File: src/inc/ca_parity_pkg.sv
/*
  Constants for the command/address parity checker and clock gate.
  Assumes one 125 MHz sampling clock and pins sampled through synchronisers.
*/
package ca_parity_pkg;
  localparam int ADDR_W = 16;
  localparam int BANK_W = 3;
  localparam int CS_W = 4;
  // Addr, bank and three command strobes
  localparam int CA_W = 22;
  // Positions in the synchronised pin vector
  localparam int POS_ADDR = 0;
  localparam int POS_BANK = 16;
  localparam int POS_WE = 19;
  localparam int POS_CAS = 20;
  localparam int POS_RAS = 21;
  localparam int POS_PAR = 22;
  localparam int POS_CS = 23;
  localparam int POS_CKP = 27;
  localparam int POS_CKN = 28;
  localparam int POS_QUAD_N = 29;
  localparam int POS_SUPPLY = 30;
  localparam int PIN_W = 31;
  localparam int NUM_CLK_PAIRS = 4;
  // Error output low time in link clock cycles, counted down from here
  localparam int ERR_HOLD_CYCLES = 2;
  localparam logic [1:0] ERR_HOLD_INIT = 2'h1;
  localparam logic [1:0] ERR_HOLD_DONE = 2'h0;
  localparam logic [PIN_W-1:0] PIN_RESET = 31'h0000_0000;
endpackage

File: src/verilog/pin_sync.sv
/*
  Three-stage synchroniser with agreement filter for a group of pins.
  Assumes pins are asynchronous to mclk; rst is synchronous, active high.
*/
`timescale 1ns/10ps
`default_nettype none
module pin_sync #(
  parameter int W = 1
) (
  input wire logic mclk,
  input wire logic rst,
  input wire logic [W-1:0] din,
  output logic [W-1:0] dout
);
  logic [W-1:0] s1_q;
  logic [W-1:0] s2_q;
  logic [W-1:0] s3_q;

  always_ff @(posedge mclk) begin
    if (rst) begin
      s1_q <= '0;
      s2_q <= '0;
      s3_q <= '0;
    end else begin
      s1_q <= din;
      s2_q <= s1_q;
      s3_q <= s2_q;
    end
  end

  // A bit changes only once the last two stages agree
  always_ff @(posedge mclk) begin
    if (rst) begin
      dout <= '0;
    end else begin
      dout <= (s2_q & s3_q) | (dout & (s2_q ^ s3_q));
    end
  end
endmodule
`default_nettype wire

File: src/verilog/ca_parity_check_and_clock_gate.sv
/*
  Command/address even-parity checker with open-drain error output,
  buffered clock gating and PLL bypass status.
  Assumes the link clock pair and all pins are sampled by mclk, far faster
  than the link clock; the control logic drives clock_out_disable.
*/
`timescale 1ns/10ps
`default_nettype none
module ca_parity_check_and_clock_gate (
  input wire logic mclk,
  input wire logic rst,
  input wire logic ck_p,
  input wire logic ck_n,
  input wire logic [ca_parity_pkg::ADDR_W-1:0] row_col_addr_in,
  input wire logic [ca_parity_pkg::BANK_W-1:0] bank_addr_in,
  input wire logic row_strobe_in,
  input wire logic column_strobe_in,
  input wire logic write_strobe_in,
  input wire logic parity_bit_in,
  input wire logic [ca_parity_pkg::CS_W-1:0] chip_select_in_quad,
  input wire logic quad_cs_enable_n,
  input wire logic pll_analog_supply,
  input wire logic clock_out_disable,
  output logic parity_error_n_out,
  output logic parity_error_n_oe_n,
  output logic [ca_parity_pkg::NUM_CLK_PAIRS-1:0] buffered_clock_out_p,
  output logic [ca_parity_pkg::NUM_CLK_PAIRS-1:0] buffered_clock_out_n,
  output logic [ca_parity_pkg::NUM_CLK_PAIRS-1:0] buffered_clock_oe_n,
  output logic feedback_clock_out_p,
  output logic feedback_clock_out_n,
  output logic feedback_clock_oe_n,
  output logic pll_on_q,
  output logic pll_bypass_q
);
  import ca_parity_pkg::*;

  function automatic logic odd_ones(input logic [CA_W-1:0] v);
    odd_ones = ^v;
  endfunction

  logic [PIN_W-1:0] pins_raw;
  logic [PIN_W-1:0] pins_f;
  logic [CA_W-1:0] ca_word;
  logic [CS_W-1:0] cs_f;
  logic ckp_f;
  logic ckn_f;
  logic par_f;
  logic quad_f;
  logic supply_f;
  logic standby;
  logic ck_hi;
  logic ck_hi_q;
  logic ck_rise;
  logic sel;
  logic word_sel_q;
  logic word_par_q;
  logic st1_err_q;
  logic st2_err_q;
  logic [1:0] hold_q;
  logic [1:0] low_rises_q;

  assign pins_raw = {pll_analog_supply, quad_cs_enable_n, ck_n, ck_p,
    chip_select_in_quad, parity_bit_in, row_strobe_in, column_strobe_in,
    write_strobe_in, bank_addr_in, row_col_addr_in};

  pin_sync #(
    .W(PIN_W)
  ) u_sync (
    .mclk(mclk),
    .rst(rst),
    .din(pins_raw),
    .dout(pins_f)
  );

  // CKE, ODT and selects never enter the sum
  assign ca_word = pins_f[POS_RAS:POS_ADDR];
  assign cs_f = pins_f[POS_CS+CS_W-1:POS_CS];
  assign ckp_f = pins_f[POS_CKP];
  assign ckn_f = pins_f[POS_CKN];
  assign par_f = pins_f[POS_PAR];
  assign quad_f = ~pins_f[POS_QUAD_N];
  assign supply_f = pins_f[POS_SUPPLY];
  assign standby = ~ckp_f & ~ckn_f;
  assign ck_hi = ckp_f & ~ckn_f;
  assign ck_rise = ck_hi & ~ck_hi_q;
  // Two-select mode looks at the low pair only
  assign sel = quad_f ? ~&cs_f : ~&cs_f[1:0];

  always_ff @(posedge mclk) begin
    if (rst) begin
      ck_hi_q <= 1'b0;
    end else begin
      ck_hi_q <= ck_hi;
    end
  end

  // Stage 0: word registered at the clock crossing
  always_ff @(posedge mclk) begin
    if (rst || standby) begin
      word_sel_q <= 1'b0;
      word_par_q <= 1'b0;
    end else if (ck_rise) begin
      word_sel_q <= sel;
      word_par_q <= odd_ones(ca_word);
    end
  end

  // Stage 1: parity bit trails its word by one clock
  always_ff @(posedge mclk) begin
    if (rst || standby) begin
      st1_err_q <= 1'b0;
    end else if (ck_rise) begin
      st1_err_q <= word_sel_q & (word_par_q ^ par_f);
    end
  end

  always_ff @(posedge mclk) begin
    if (rst || standby) begin
      st2_err_q <= 1'b0;
    end else if (ck_rise) begin
      st2_err_q <= st1_err_q;
    end
  end

  // Stage 3: open-drain error, pulled low only by the enable
  always_ff @(posedge mclk) begin
    if (rst || standby) begin
      parity_error_n_oe_n <= 1'b1;
      hold_q <= ERR_HOLD_DONE;
    end else if (ck_rise) begin
      if (!parity_error_n_oe_n) begin
        // Results met while low are dropped, not queued
        if (hold_q == ERR_HOLD_DONE) begin
          parity_error_n_oe_n <= 1'b1;
        end else begin
          hold_q <= hold_q - 2'h1;
        end
      end else if (st2_err_q) begin
        parity_error_n_oe_n <= 1'b0;
        hold_q <= ERR_HOLD_INIT;
      end
    end
  end

  always_ff @(posedge mclk) begin
    if (rst) begin
      parity_error_n_out <= 1'b0;
    end else begin
      parity_error_n_out <= 1'b0;
    end
  end

  // Clock pairs follow the sampled input; clock_out_disable gates the buffered pairs, feedback enable is internal
  always_ff @(posedge mclk) begin
    if (rst || standby) begin
      buffered_clock_out_p <= '0;
      buffered_clock_out_n <= '1;
      buffered_clock_oe_n <= '1;
      feedback_clock_out_p <= 1'b0;
      feedback_clock_out_n <= 1'b1;
      feedback_clock_oe_n <= 1'b1;
    end else begin
      buffered_clock_out_p <= {NUM_CLK_PAIRS{ckp_f}};
      buffered_clock_out_n <= {NUM_CLK_PAIRS{ckn_f}};
      buffered_clock_oe_n <= {NUM_CLK_PAIRS{clock_out_disable}};
      feedback_clock_out_p <= ckp_f;
      feedback_clock_out_n <= ckn_f;
      feedback_clock_oe_n <= 1'b0;
    end
  end

  // Bypass passes the clock unchanged; timing is not guaranteed then
  always_ff @(posedge mclk) begin
    if (rst || standby) begin
      pll_on_q <= 1'b0;
      pll_bypass_q <= 1'b0;
    end else begin
      pll_on_q <= supply_f;
      pll_bypass_q <= ~supply_f;
    end
  end

  // Helper: link clocks seen while the error is low
  always_ff @(posedge mclk) begin
    if (rst || parity_error_n_oe_n) begin
      low_rises_q <= 2'h0;
    end else if (ck_rise) begin
      low_rises_q <= low_rises_q + 2'h1;
    end
  end
endmodule
`default_nettype wire

File: config.mk
export PLATFORM = sky130hd
export DESIGN_NAME = ca_parity_check_and_clock_gate
export DESIGN_NICKNAME = d
export VERILOG_FILES = /design/src/inc/ca_parity_pkg.sv /design/src/verilog/pin_sync.sv /design/src/verilog/ca_parity_check_and_clock_gate.sv
export SDC_FILE = /design/constraint.sdc
export NUM_CORES = 1
export LEC_CHECK = 0
export ABC_AREA = 1
export BUFFER_PORTS_ARGS = -buffer_cell sky130_fd_sc_hd__buf_2
export CORE_MARGIN = 8
export CORE_UTILIZATION = 40
export DETAILED_ROUTE_END_ITERATION = 8
export HOLD_SLACK_MARGIN = 0.08
export PLACE_DENSITY = 0.56
export SYNTH_ARGS = -nofsm -noshare
export SYNTH_HDL_FRONTEND = slang
export SYNTH_SLANG_ARGS = --single-unit
File: constraint.sdc
create_clock -name mclk -period 3.44 [get_ports mclk]
set_input_delay 0.688 -clock mclk [delete_from_list [all_inputs] [get_ports mclk]]
set_output_delay 0.688 -clock mclk [all_outputs]
set_load 0.01 [all_outputs]
==> flow_metrics.env <==
export IMPL_status="finished clean"
export IMPL_worstSetupStartpoint="rst"
export IMPL_gp_congestion=0.675
export IMPL_fmax_mhz=593
export IMPL_synthCells=577
export IMPL_yosys_warnings=0
export IMPL_holdBufCountCts=0
export IMPL_die_area_um2=16100
export IMPL_finalCriticalPeriod_ns=1.69
export IMPL_ys_types=27
export IMPL_ys_seq_area_share_pct=56.2
export IMPL_arrival_ns=1.96
export IMPL_dr_pass1_iters=5
export IMPL_async_flop_share_pct=0
export IMPL_syn_nets=643
export IMPL_clk_transition_reported_paths_ns=0.05
export IMPL_r2r_start="u_sync.dout[17]"
export IMPL_dpl_hpwl_mm=5.02
export IMPL_yosysTopAreaCellShare_pct=56.2
export IMPL_die_height_um=127
export IMPL_port_buffer_count=51
export IMPL_criticalPathCategory="in2reg"
export IMPL_htree_levels=4
export IMPL_grt_pass1_wl_mm=13.2
export IMPL_synth_area_um2=4920
export IMPL_vias_per_cell=4.17
export IMPL_cts_tree="done"
export IMPL_diodes=0
export IMPL_p_leak_nw=2.85
export IMPL_cp_depth=3
export IMPL_grt_max_degree=83
export IMPL_endpoint="u_sync.dout[6]"
export IMPL_finalHoldViolCount=0
export IMPL_critPathCaptureType="flip-flop"
export IMPL_syn_mean_instance_area_um2=8.52
export IMPL_ioPinCount=53
export IMPL_skew_ns=0.00746
export IMPL_final_max_slew_violation_count=0
export IMPL_routed_wl_mm=7.24
export IMPL_vias=3262
export IMPL_crit_top_cell="buf_4"
export IMPL_min_delay_path_class="reg2reg"
export IMPL_clkLatencyLatePin_ns=0.41
export IMPL_cp_cell_sequence="buf_4, buf_4, nor2_1"
export IMPL_synth_seq_cells=138
export IMPL_max_cap_violations=0
export IMPL_p_total_mw=3.46
export IMPL_setup_viol=0
export IMPL_synth_common_cells="138 x dfxtp_1, 136 x nor2_1, 117 x inv_1"
export IMPL_die_x_um=127
export IMPL_cts_resized_gates=0
export IMPL_rr_worst_depth=13
export IMPL_min_delay_path_depth=2
export IMPL_fin_setup_tns_ns=0
export IMPL_fin_crit_sh_pct=49.0
export IMPL_critical_path_slowest_cell="buf_4"
export IMPL_overflow=0
export IMPL_synth_largest_area_cell="dfxtp_1"
export IMPL_post_cts_setup_buffers=0
export IMPL_first_global_vias=3235
export IMPL_clk_path_buf_depth=2
export IMPL_rsz0062_at_grt="false"
export IMPL_synthFlopType="dfxtp_1"
export IMPL_critPathMaxFanout=82
export IMPL_yosysMostFrequentCell="dfxtp_1"
export IMPL_p_per_area_nw_per_um2=599
export IMPL_required_ns=3.72
export IMPL_core_um2=12000
export IMPL_worst_slew_pin_slew_ns=0.801
export IMPL_reg2reg_slack_ns=2.13
export IMPL_wl_per_cell_um=9.26
export IMPL_antenna_found_initial=0
export IMPL_critPathMaxStageDelay_ns=0.62
export IMPL_first_iter_violations=123
export IMPL_critPathTopFamily="buffers and inverters"
export IMPL_synth_edf_count=0
export IMPL_gr_usage_all_layers_pct=10.1
export IMPL_areaGrowthSynthToFinish_pct=17.7
export IMPL_rows=40
export IMPL_drive_gt1_share_pct=14.2
export IMPL_clock_sinks=138
export IMPL_final_area_um2=5790
export IMPL_critPathBufInv=2
export IMPL_yosys_top_cells_area="dfxtp_1 56%, nor2_1 10%, inv_1 8.9%"
export IMPL_final_antenna_net_count=0
export IMPL_slew_headroom_pct=46.6
export IMPL_dpl_instance_area_um2=5210
export IMPL_reg2reg_to="word_par_q"
export IMPL_startpoint_type="primary input"
export IMPL_drc_errors=0
export IMPL_numCtsBuffers=17
export IMPL_start_util_pct=40.9
export IMPL_fin_nets=688
export IMPL_peakVddDrop_v=0.000316
export IMPL_ctsRootBufferMaster="clkbuf_16"
==> power by group <==
group,internal (mW),switching [mW]
registers,1.65,0.0162
logic,0.0415,0.0590
clock network,1.09,0.612
total,2.78,0.687
==> layout make-up <==
type	count	area [um2]
multi-input combinational	293	1550
clock inverter	5	58.8
sequential	138	2760
inverter	120	450
tap	147	184
clock buffer	27	513
timing repair buffer	52	265
fill	1168	6230
==> layout by cell type, fill, tap and decap left out, types with 3 or more instances in the layout <==
master	instances
a21oi_1	34
buf_2	50
clkbuf_1	5
clkbuf_16	17
clkbuf_8	5
dfxtp_1	138
ha_1	32
inv_1	117
inv_2	3
nand2_1	54
nand3_1	9
nor2_1	136
o21ai_0	4
xnor2_1	6
xor2_1	4
==> through the flow <==
| step | instances | setup slack, ns | hold slack [ns] | util (%) |
|---|---|---|---|---|
| finish | 782 | 1.75 | 0.400 | 48.2 |
| global route | 782 | 1.62 | 0.412 | 48.2 |
| CTS | 782 | 1.74 | 0.397 | 48.2 |
| detailed placement | 750 | 1.31 | 0.392 | 43.4 |
| global placement | 750 | 1.35 | 0.390 | 43.4 |
| floorplan | 577 | 2.01 | 0.388 | - |
==> flip-flops by register name (all words and copies together), names as in the netlist, 2 cells and up <==
| name | cells |
|---|---|
| hold_q | 2 |
| u_sync.s1_q | 31 |
| u_sync.dout | 31 |
| u_sync.s3_q | 31 |
| u_sync.s2_q | 31 |
==> how the worst min path moves through the flow <==
stage | from | to | slack, ns
3_3_place_gp | u_sync.s1_q[9] | u_sync.s2_q[9] | 0.39
4_1_cts | u_sync.s1_q[20] | u_sync.s2_q[20] | 0.40
5_1_grt | u_sync.s1_q[8] | u_sync.s2_q[8] | 0.41
3_5_place_dp | u_sync.s1_q[1] | u_sync.s2_q[1] | 0.39
6_report | u_sync.s1_q[20] | u_sync.s2_q[20] | 0.40
2_1_floorplan | u_sync.s1_q[0] | u_sync.s2_q[0] | 0.39
==> worst register-to-register path, stage by stage (launching register included) <==
cell and delay (ns):
dfxtp_1 0.38, inv_1 0.07, nand2_1 0.06, nand2_1 0.06, nand2_2 0.10, nand2_2 0.06
nand2_1 0.06, nand3_1 0.06, nand2_1 0.09, inv_1 0.04, nand2_1 0.05, nand3_1 0.07
nand2_1 0.07, inv_1 0.03
==> cell families after synthesis <==
group	Yosys count	share of synthesized area [%]
adder cells (fa/ha/maj)	32	8.14
other	1	0.0763
AO/OA/AOI/OAI	43	4.81
buffers and inverters	146	12.3
AND/OR/NAND/NOR	207	16.7
flip-flops	138	56.2
XOR/XNOR	10	1.78
==> layer usage <==
layer | track usage, % | vias to the layer above | share of wire [%]
met4 | 7.14 | 0 | 2.9
met2 | 17.1 | 36 | 47
li1 | - | 1785 | -
met3 | 3.64 | 17 | 3.6
met5 | 0 | - | 0
met1 | 10.3 | 1424 | 46
(Power assumes the default switching activity.)
